--- src/pkg/tsp_pkg.sv ---
// shared constants for the shared-prescaler timer block
package tsp_pkg;
  // ---------------------------------------------------------------
  // register offsets
  // ---------------------------------------------------------------
  localparam logic [7:0] OFS_COUNT = 8'h01;
  localparam logic [7:0] OFS_INTERRUPT_CONTROL = 8'h0B;
  localparam logic [7:0] OFS_OPTION = 8'h81;
  localparam logic [7:0] OFS_EVT_STAT = 8'h90;
  localparam logic [7:0] OFS_EVT_MASK = 8'h91;
  localparam logic [7:0] OFS_STATE = 8'h92;
  // ---------------------------------------------------------------
  // field positions
  // ---------------------------------------------------------------
  localparam int OPT_CS = 5;
  localparam int OPT_SE = 4;
  localparam int OPT_PSA = 3;
  localparam int OPT_RATE_LSB = 0;
  localparam int OPT_RATE_W = 3;
  localparam int INTERRUPT_CONTROL_EN = 5;
  localparam int INTERRUPT_CONTROL_FLAG = 2;
  localparam int EVT_OVF = 0;
  localparam int EVT_WD = 1;
  localparam int ST_PSA = 0;
  localparam int ST_SAMPLE = 1;
  // ---------------------------------------------------------------
  // reset values
  // ---------------------------------------------------------------
  localparam logic [7:0] OPTION_RST = 8'hFF;
  localparam logic [7:0] INTERRUPT_CONTROL_RST = 8'h00;
  localparam logic [7:0] COUNT_RST = 8'h00;
  localparam logic [7:0] COUNT_MAX = 8'hFF;
  // ---------------------------------------------------------------
  // instruction cycle phases and prescaler size
  // ---------------------------------------------------------------
  localparam logic [1:0] PH_TWO = 2'h1;
  localparam logic [1:0] PH_FOUR = 2'h3;
  localparam int PS_WIDTH_DEF = 8;
  localparam int PS_WIDTH_MIN = 8;
endpackage

--- src/pkg/tsp_ps_if.sv ---
// carrier between the timer core and the shared prescaler counter
interface tsp_ps_if #(
  parameter int WIDTH = 8
);
  logic inLevel;
  logic clear;
  logic [WIDTH-1:0] count;
  modport owner (output inLevel, output clear, input count);
  modport counter (input inLevel, input clear, output count);
endinterface

--- src/tsp_top.sv ---
// 8-bit timer with a prescaler shared with the watchdog
//
// The plain strobed port was left to the implementer.
module tsp_top
  import tsp_pkg::*;
#(
  parameter int PS_WIDTH = PS_WIDTH_DEF
) (
  input wire logic mclk,
  input wire logic arst_n,
  input wire logic [7:0] busAddr,
  input wire logic [7:0] busWdata,
  input wire logic busWr,
  input wire logic busRd,
  output logic [7:0] busRdata,
  input wire logic extClockPin,
  input wire logic watchdogOsc,
  input wire logic clearWatchdogInstr,
  output logic watchdogTick,
  output logic watchdogClear,
  output logic intReq
);
  // ---------------------------------------------------------------
  // state
  // ---------------------------------------------------------------
  typedef struct packed {
    logic [1:0] phase;
    logic pinSync1;
    logic pinSync2;
    logic wdSync1;
    logic wdSync2;
    logic smp;
    logic wdOutPrev;
    logic [7:0] count;
    logic [7:0] option;
    logic [7:0] interrupt_control;
    logic evtWd;
    logic maskWd;
    logic [7:0] rdata;
    logic wdTick;
    logic wdClr;
  } tsp_core_t;

  tsp_core_t q;
  tsp_core_t d;

  if (PS_WIDTH < PS_WIDTH_MIN) begin : g_chk
    $error("prescaler narrower than the largest rate tap");
  end

  // ---------------------------------------------------------------
  // shared prescaler
  // ---------------------------------------------------------------
  tsp_ps_if #(.WIDTH(PS_WIDTH)) psIf ();

  tsp_prescaler #(.WIDTH(PS_WIDTH)) u_prescaler (
    .mclk(mclk),
    .arst_n(arst_n),
    .ps(psIf.counter)
  );

  // ---------------------------------------------------------------
  // decode and clock paths
  // ---------------------------------------------------------------
  logic psToWd;
  logic [2:0] rate;
  logic instrLvl;
  logic extLvl;
  logic timerSrc;
  logic timerOut;
  logic wdOut;
  logic sampleNow;
  logic wrCount;
  logic incr;

  assign psToWd = q.option[OPT_PSA];
  assign rate = q.option[OPT_RATE_LSB +: OPT_RATE_W];
  // high in phases three and four: one rise per instruction cycle
  assign instrLvl = q.phase[1];
  // inverting the pin turns a falling edge into a rising one
  assign extLvl = q.pinSync2 ^ q.option[OPT_SE];
  assign timerSrc = q.option[OPT_CS] ? extLvl : instrLvl;

  // only one of the two sources may feed the counter
  assign psIf.inLevel = psToWd ? q.wdSync2 : timerSrc;

  // the unowned side bypasses the counter entirely
  always_comb begin
    if (psToWd) begin
      timerOut = timerSrc;
    end else begin
      timerOut = psIf.count[rate];
    end
  end

  always_comb begin
    if (!psToWd || rate == 3'h0) begin
      wdOut = q.wdSync2;
    end else begin
      wdOut = psIf.count[rate - 3'h1];
    end
  end

  assign sampleNow = (q.phase == PH_TWO) || (q.phase == PH_FOUR);
  assign wrCount = busWr && (busAddr == OFS_COUNT);
  // a count write in the same cycle wins over an increment
  assign incr = sampleNow && timerOut && !q.smp && !wrCount;

  // clears only through side effects, no software path to the count
  assign psIf.clear = (wrCount && !psToWd) ||
                      (clearWatchdogInstr && psToWd);

  // ---------------------------------------------------------------
  // next state
  // ---------------------------------------------------------------
  always_comb begin
    d = q;
    d.phase = q.phase + 2'h1;
    d.pinSync1 = extClockPin;
    d.pinSync2 = q.pinSync1;
    d.wdSync1 = watchdogOsc;
    d.wdSync2 = q.wdSync1;
    d.wdOutPrev = wdOut;
    d.wdTick = wdOut && !q.wdOutPrev;
    d.wdClr = clearWatchdogInstr;
    if (sampleNow) begin
      d.smp = timerOut;
    end

    // software writes first, so that hardware sets below win
    if (busWr) begin
      unique case (busAddr)
        OFS_COUNT: d.count = busWdata;
        OFS_OPTION: d.option = busWdata;
        OFS_INTERRUPT_CONTROL: d.interrupt_control = busWdata;
        OFS_EVT_STAT: begin
          if (busWdata[EVT_OVF]) begin
            d.interrupt_control[INTERRUPT_CONTROL_FLAG] = 1'h0;
          end
          if (busWdata[EVT_WD]) begin
            d.evtWd = 1'h0;
          end
        end
        OFS_EVT_MASK: begin
          d.interrupt_control[INTERRUPT_CONTROL_EN] = busWdata[EVT_OVF];
          d.maskWd = busWdata[EVT_WD];
        end
        default: begin
        end
      endcase
    end

    if (incr) begin
      d.count = q.count + 8'h01;
      if (q.count == COUNT_MAX) begin
        d.interrupt_control[INTERRUPT_CONTROL_FLAG] = 1'h1;
      end
    end
    if (wdOut && !q.wdOutPrev) begin
      d.evtWd = 1'h1;
    end

    // read data stand only in the cycle after the strobe
    d.rdata = 8'h00;
    if (busRd) begin
      unique case (busAddr)
        OFS_COUNT: d.rdata = q.count;
        OFS_OPTION: d.rdata = q.option;
        OFS_INTERRUPT_CONTROL: d.rdata = q.interrupt_control;
        OFS_EVT_STAT: begin
          d.rdata[EVT_OVF] = q.interrupt_control[INTERRUPT_CONTROL_FLAG];
          d.rdata[EVT_WD] = q.evtWd;
        end
        OFS_EVT_MASK: begin
          d.rdata[EVT_OVF] = q.interrupt_control[INTERRUPT_CONTROL_EN];
          d.rdata[EVT_WD] = q.maskWd;
        end
        OFS_STATE: begin
          d.rdata[ST_PSA] = psToWd;
          d.rdata[ST_SAMPLE] = q.smp;
        end
        default: d.rdata = 8'h00;
      endcase
    end
  end

  // ---------------------------------------------------------------
  // registers
  // ---------------------------------------------------------------
  always_ff @(posedge mclk or negedge arst_n) begin
    if (!arst_n) begin
      q <= '0;
      q.option <= OPTION_RST;
      q.interrupt_control <= INTERRUPT_CONTROL_RST;
      q.count <= COUNT_RST;
    end else begin
      q <= d;
    end
  end

  // ---------------------------------------------------------------
  // outputs
  // ---------------------------------------------------------------
  assign busRdata = q.rdata;
  assign watchdogTick = q.wdTick;
  assign watchdogClear = q.wdClr;
  assign intReq = (q.interrupt_control[INTERRUPT_CONTROL_FLAG] && q.interrupt_control[INTERRUPT_CONTROL_EN]) ||
                  (q.evtWd && q.maskWd);
endmodule // tsp_top

--- src/tsp_prescaler.sv ---
// shared ripple-style prescaler counter, advanced on rising input
module tsp_prescaler
  import tsp_pkg::*;
#(
  parameter int WIDTH = PS_WIDTH_DEF
) (
  input wire logic mclk,
  input wire logic arst_n,
  tsp_ps_if.counter ps
);
  // ---------------------------------------------------------------
  // state
  // ---------------------------------------------------------------
  typedef struct packed {
    logic prev;
    logic [WIDTH-1:0] count;
  } tsp_ps_state_t;

  tsp_ps_state_t q;
  tsp_ps_state_t d;

  if (WIDTH < PS_WIDTH_MIN) begin : g_chk
    $error("prescaler narrower than the largest rate tap");
  end

  // ---------------------------------------------------------------
  // counting
  // ---------------------------------------------------------------
  always_comb begin
    d = q;
    d.prev = ps.inLevel;
    // no load path: the count only clears or steps up by one
    if (ps.clear) begin
      d.count = '0;
    end else if (ps.inLevel && !q.prev) begin
      d.count = q.count + {{(WIDTH-1){1'b0}}, 1'b1};
    end
  end

  always_ff @(posedge mclk or negedge arst_n) begin
    if (!arst_n) begin
      q <= '0;
    end else begin
      q <= d;
    end
  end

  assign ps.count = q.count;
endmodule // tsp_prescaler

--- config.mk ---
export PLATFORM = sky130hd
export DESIGN_NAME = tsp_top
export DESIGN_NICKNAME = d
export VERILOG_FILES = /design/src/pkg/tsp_pkg.sv /design/src/pkg/tsp_ps_if.sv /design/src/tsp_top.sv /design/src/tsp_prescaler.sv
export SDC_FILE = /design/constraint.sdc
export NUM_CORES = 1
export LEC_CHECK = 0
export BUFFER_PORTS_ARGS = -buffer_cell sky130_fd_sc_hd__buf_2
export CAP_MARGIN = 30
export CORE_MARGIN = 4
export CORE_UTILIZATION = 45
export CTS_CLUSTER_SIZE = 8
export DETAILED_ROUTE_END_ITERATION = 8
export SLEW_MARGIN = 20
export SYNTH_ARGS = -nofsm -noshare
export SYNTH_HDL_FRONTEND = slang
export SYNTH_SLANG_ARGS = --single-unit
export TNS_END_PERCENT = 100
--- constraint.sdc ---
create_clock -name mclk -period 3.78 [get_ports mclk]
set_input_delay 0.756 -clock mclk [delete_from_list [all_inputs] [get_ports mclk]]
set_output_delay 0.756 -clock mclk [all_outputs]
set_load 0.02 [all_outputs]
* Yosys cells after proc, flatten, opt, wreduce, memory -nomap -nowiden *
Index checks and enable logic that the tools add are counted.

storage, ports and cells
  input bits = 23
  register bits after elaboration = 53
  logic and storage cells = 97
  output and inout port bits = 11

operators by class
  $add $sub $neg = 4
  reductions and logical operators = 33
  equal/unequal tests = 9
  $lt $le $gt $ge = 2
  mux-type cells = 29
  bitwise operators = 1

operator list
  kind                   number
  $mux W8                6
  $eq A8 B8 Y1 const B   5
  $mux W26               1
  $pmux W6 S3            1
  $add A8 B1 Y8 const B  2
  $reduce_bool A2 Y1     7
  $mux W1                13
  $pmux W2 S6            1
  $logic_and A1 B1 Y1    10
  $reduce_and A2 Y1      5
  $eq A8 B1 Y1 const B   1
  $eq A8 B4 Y1 const B   1
  $lt A3 B4 Y1 const B   2
  $bmux W1 S3            2
  $mux W2                3
  $logic_not A1 Y1       5
  $logic_or A1 B1 Y1     4
  $pmux W1 S2            2
  $logic_not A3 Y1       1
  $reduce_and A3 Y1      1
  $sub A3 B1 Y3 const B  1
  $add A2 B1 Y2 const B  1
  $eq A2 B1 Y1 const B   1
  $eq A2 B2 Y1 const B   1
  $xor A1 B1 Y1          1

* Longest topological paths before layout *
  depth in word-level cells = 8
  gate-level depth with buffers = 8
  mapped depth without buffers = 7

* Hierarchy *
From an unflattened synthesis, not the netlist that was laid out.

second synthesis, totals
  cells, all modules = 278
  area total of the unflattened synthesis = 2960.3 µm²

modules (own cells, without submodules)
  module         seq. area each (µm²)  area an instance (µm²)  times used  cells an instance
  tsp_top        1111.1                2459.9                  1           229
  tsp_prescaler  225.2                 500.5                   1           49

* Least setup slack after synthesis *
Ideal clock, no wire load.

  kind = input to register
  start = input port busAddr[1]
  end = register q[34] (netlist bit)
  setup slack = 1.549 ns
  path buffers = 2
  arrival time = 2.107 ns
  required time = 3.656 ns
  setup time = 0.124 ns
  cell stages on the path = 7
  cells stage by stage = buf_4 -> nor4b_4 -> and4_1 -> clkbuf_1 -> nor2_1 -> and3_2 -> a211o_1

on the way
  longest elaborated chain between the ends = 6
  elaborated cells on any way between the ends = 8
  those cells by class = 1 x eq/ne; 1 x mux; 6 x reduce/logical

RTL lines
  what                          RTL line                        RTL
  from (decl)                   tsp_top.sv:11                   input wire logic [7:0] busAddr,
  $eq A8 B1 Y1 *                tsp_top.sv:105, tsp_top.sv:132
  $logic_and A1 B1 Y1           tsp_top.sv:105                  assign wrCount = busWr && (busAddr == OFS_COUNT);
  $logic_not A1 Y1              tsp_top.sv:107                  assign incr = sampleNow && timerOut && !q.smp && !wrCount;
  $logic_and A1 B1 Y1           tsp_top.sv:107
  $reduce_bool A2 Y1 (no line)  --
  $reduce_and A2 Y1 (no line)   --
  to (decl)                     tsp_top.sv:44                   tsp_core_t q;

Mark *: on every way between the ends. The rest lies on a longest branch, timed or not.
A chain may end at the register's enable or synchronous reset.

* Worst setup path in the final report *
  start = input port busAddr[1]
  end = register u_prescaler.q (netlist bit u_prescaler.ps.count[3])

on the way
  longest elaborated chain between the ends = 5
  elaborated cells on any way between the ends = 6
  those cells by class = 1 x eq/ne; 1 x mux; 4 x reduce/logical

RTL lines
  what                                           RTL line             RTL
  $eq A8 B1 Y1 *                                 tsp_top.sv:105
  $logic_and A1 B1 Y1 *                          tsp_top.sv:105
  $logic_and A1 B1 Y1 *                          tsp_top.sv:110       assign psIf.clear = (wrCount && !psToWd) ||
  $logic_or A1 B1 Y1 *                           tsp_top.sv:110
  $mux W8 or $reduce_bool A2 Y1 (tied branches)  --
  to (signal assigned)                           tsp_prescaler.sv:42  q <= '0;
  to (signal assigned)                           tsp_prescaler.sv:44  q <= d;
  to (decl)                                      tsp_prescaler.sv:19  tsp_ps_state_t q;

Marks and branches as above.

==> summary.md <==
| Metric | Value |
|---|---|
| Status | complete, no violations |
| Slowest stage cell, crit path | o21ai_1 |
| Final setup violating endpoints | 0 |
| DP Area | between 3000 and 4000 sq um |
| Input/output buffers | 33 |
| # resized after CTS | 0 |
| Maxcap violations | 0 |
| Slew @ Worst Pin | between 0.8 and 0.9 ns |
| Final WL | about 6300 microns |
| CP arrival | 2.45 ns |
| CP peak stage delay | roughly 0.63 ns |
| Rel. slew slack | a little under half |
| Worst r2r src | q[24]$_DFFE_PN1P_ |
| HP Start | d[40]$_DFF_PN0_ |
| Sequential area share after synthesis | between 40% and 50% |
| GR Overflow Total | 0 |
| Layout overhead on the synthesized area | 9.13% |
| Vias after detailed routing | ~2100 |
| First-pass GRT wire length | between 10000 and 15000 microns |
| Cell count after synthesis | between 200 and 300 |
| Number of hold buffers added after CTS | 0 |
| Die Wd | 89.1 microns |
| Rows | 29 |
| VDD IR-drop max | 0.299 mV |
| Yosys reg bits | 53 |
| Final setup TNS | 0 ns |
| Gr usage total | between 10% and 20% |
| Initial antenna violation count | 0 |
| RSZ-0062 raised after global routing | false |
| Metal3 WL | 304 microns |
| Power Dens Cells | roughly 480 nW/um^2 |
| Crit Path Max Fanout | 8 |
| Top layer in use | met4 |
| DRC Markers | 0 |
| Leakage | approximately 1.4 nW |
| Post-synthesis async set-or-reset flop share | 100% |
| Startpoint types | primary input |
| Remaining antenna violation count | 0 |
| Post-synth top area cell | dfrtp_1 |
| Die height | between 80 and 90 microns |
| IO Count | 34 |
| F_max | 438 MHz |
| Root buffer cell | clkbuf_8 |
| Total nets after synthesis | around 300 |
| CP required | slightly below 4 ns |
| RePlAce Congestion | ~0.8 |
| Avg Inst Size Synth | 10.9 sq um |
| Die area | just under 8000 sq um |
| CTS tree | done |
| CTS Buf Count | 5 |
| Unique cell type count in the Yosys netlist | 64 |
| Core Area | ~6300 sq um |
| Setup bufs post-CTS | 0 |
| Clk pin slew, worst setup/hold paths | around 0.090 ns |
| Commonest non-fill, non-tap cells in the layout | dfrtp_1, buf_2, nor2_1, nand2_1, mux2_2 |
| Syn. warnings | 0 |
| Post-Layout Cell Count | about 370 |
| H-Tree Depth | 2 |
| Final instance area | 3230 sq um |
| Largest net degree at the start of global routing | 33 |
| DR WL met2 | about 2800 microns |
| Minimum clock period | 2.28 ns |
| Main area contributors after synthesis | dfrtp_1, dfstp_2, mux2_2 |
| Most common cell after layout, fill and taps aside | dfrtp_1 |
| Synth Flop Type | dfrtp_1 |
| Vias in the first global route | roughly 2100 |
| CP endpoint kind | flop |
| Wire per inst | roughly 17 microns |
| Post-route met1 wirelength | a little over 3000 microns |
| Placed instance count | approximately 370 |
| Clk_lat worst skew | ~0.32 ns |
| Worst Setup SP | busAddr[1] |
| Share of layout cells above drive strength 1 | 29.0% |
| Max Slew Vio Count | 0 |
| Dpl hpwl | about 4600 microns |
| Worst path cell trace | buf_2, nor4b_4, nand4_1, o21ai_1, nor2_1 |
| Starting DRT DRC Count | approximately 140 |
| Kind of critical path | primary input to flop |
| Final WS setup | 1.50 ns |
| R2r endpoint | q[34]$_DFFE_PN0P_ |
| Reg2Reg Depth | 5 |
| Final period util | 60.3% |
| Hold crit path type | flop to flop |
| N_diodes | 0 |
| Share of the synthesized area in the top cell type | a little under two fifths |
| End point of the critical path | u_prescaler.ps.count[3]$_DFFE_PN0P_ |
| Clock sink count | 53 |
| Mapped Area | a little under 3000 sq um |
| Fin nets | roughly 330 |
| EDFF count, synth | 0 |
| Final hold vios | 0 |
| Final Skew | 0.0173 ns |
| Via-to-Cell Ratio | between 5 and 6 |
| Router iterations before antenna repair | 4 |
| Reg-to-reg setup timing slack | approximately 1.5 ns |
| Initial core utilization | between 40% and 50% |
| Worst hold margin | about 0.36 ns |
| Worst slack, placed | 1.14 ns |
| CTS Buffer Depth | 2 |
[where the power goes]
group | switching (mW) | internal, mW
Combinational | 0.188 | 0.202
Clock | 0.196 | 0.199
Sequential | 0.113 | 0.649
[logic make-up (layout without fill, tap and decap cells)]
family	after synthesis	count (layout)	synth area share [%]
buffers and inverters	30	55	5.50
XOR/XNOR	9	9	2.66
AO/OA/AOI/OAI	53	53	15.2
multiplexers	28	28	12.3
AND/OR/NAND/NOR	93	93	16.7
adder cells (fa/ha/maj)	6	6	2.54
flip-flops	53	53	45.2
[worst max-delay path: cells and delay by family]
family	cells	cell delay, ns
buf+inv	1	0.15
simple gates	3	0.91
compound gates	1	0.63
[synthesized netlist by cell type (all sizes together), types with 6 or more instances]
master,instances
nand2,24
a22oi,6
xor2,6
mux2i,7
ha,6
dfrtp,45
mux2,18
dfstp,8
a21oi,11
buf,12
nor2,28
inv,13
nand3,12
[per-layer routing]
| metal | track usage [%] | up-vias |
|---|---|---|
| met5 | 0 | - |
| met1 | 24.5 | 1027 |
| met3 | 2.95 | 8 |
| li1 | - | 1025 |
| met4 | 5.68 | 0 |
| met2 | 27.5 | 50 |
[through the flow]
step                      power, mW  util, %
after floorplan                1.06        -
after global placement         1.15     49.0
after detailed placement       1.16     49.0
after CTS                      1.56     50.9
after global routing           1.65     50.9
final                          1.55     50.9
[final cells by class]
cell class	instances	area [sq um]
clock inverters	3	46.3
clock buffers	5	68.8
repair buffers	34	173
inverters	13	48.8
multi-input cells	189	1460
well taps	77	96.3
fillers	574	3120
flip-flops and latches	53	1340
[worst min path at each step]
stage,depth (start not counted),slack [ns],endpoint
floorplan,0,0.33,q[38]$_DFF_PN0_
global placement,0,0.33,q[40]$_DFF_PN0_
detailed placement,0,0.34,q[40]$_DFF_PN0_
CTS,0,0.36,q[40]$_DFF_PN0_
global route,0,0.37,q[40]$_DFF_PN0_
finish,0,0.36,q[40]$_DFF_PN0_
[flip-flops by register name, indices dropped and copies added (netlist names), 2 cells and up]
name	count
q	30
d	2
busRdata	8
u_prescaler.ps.count	8
No activity file was read; power rests on OpenSTA's default activity.
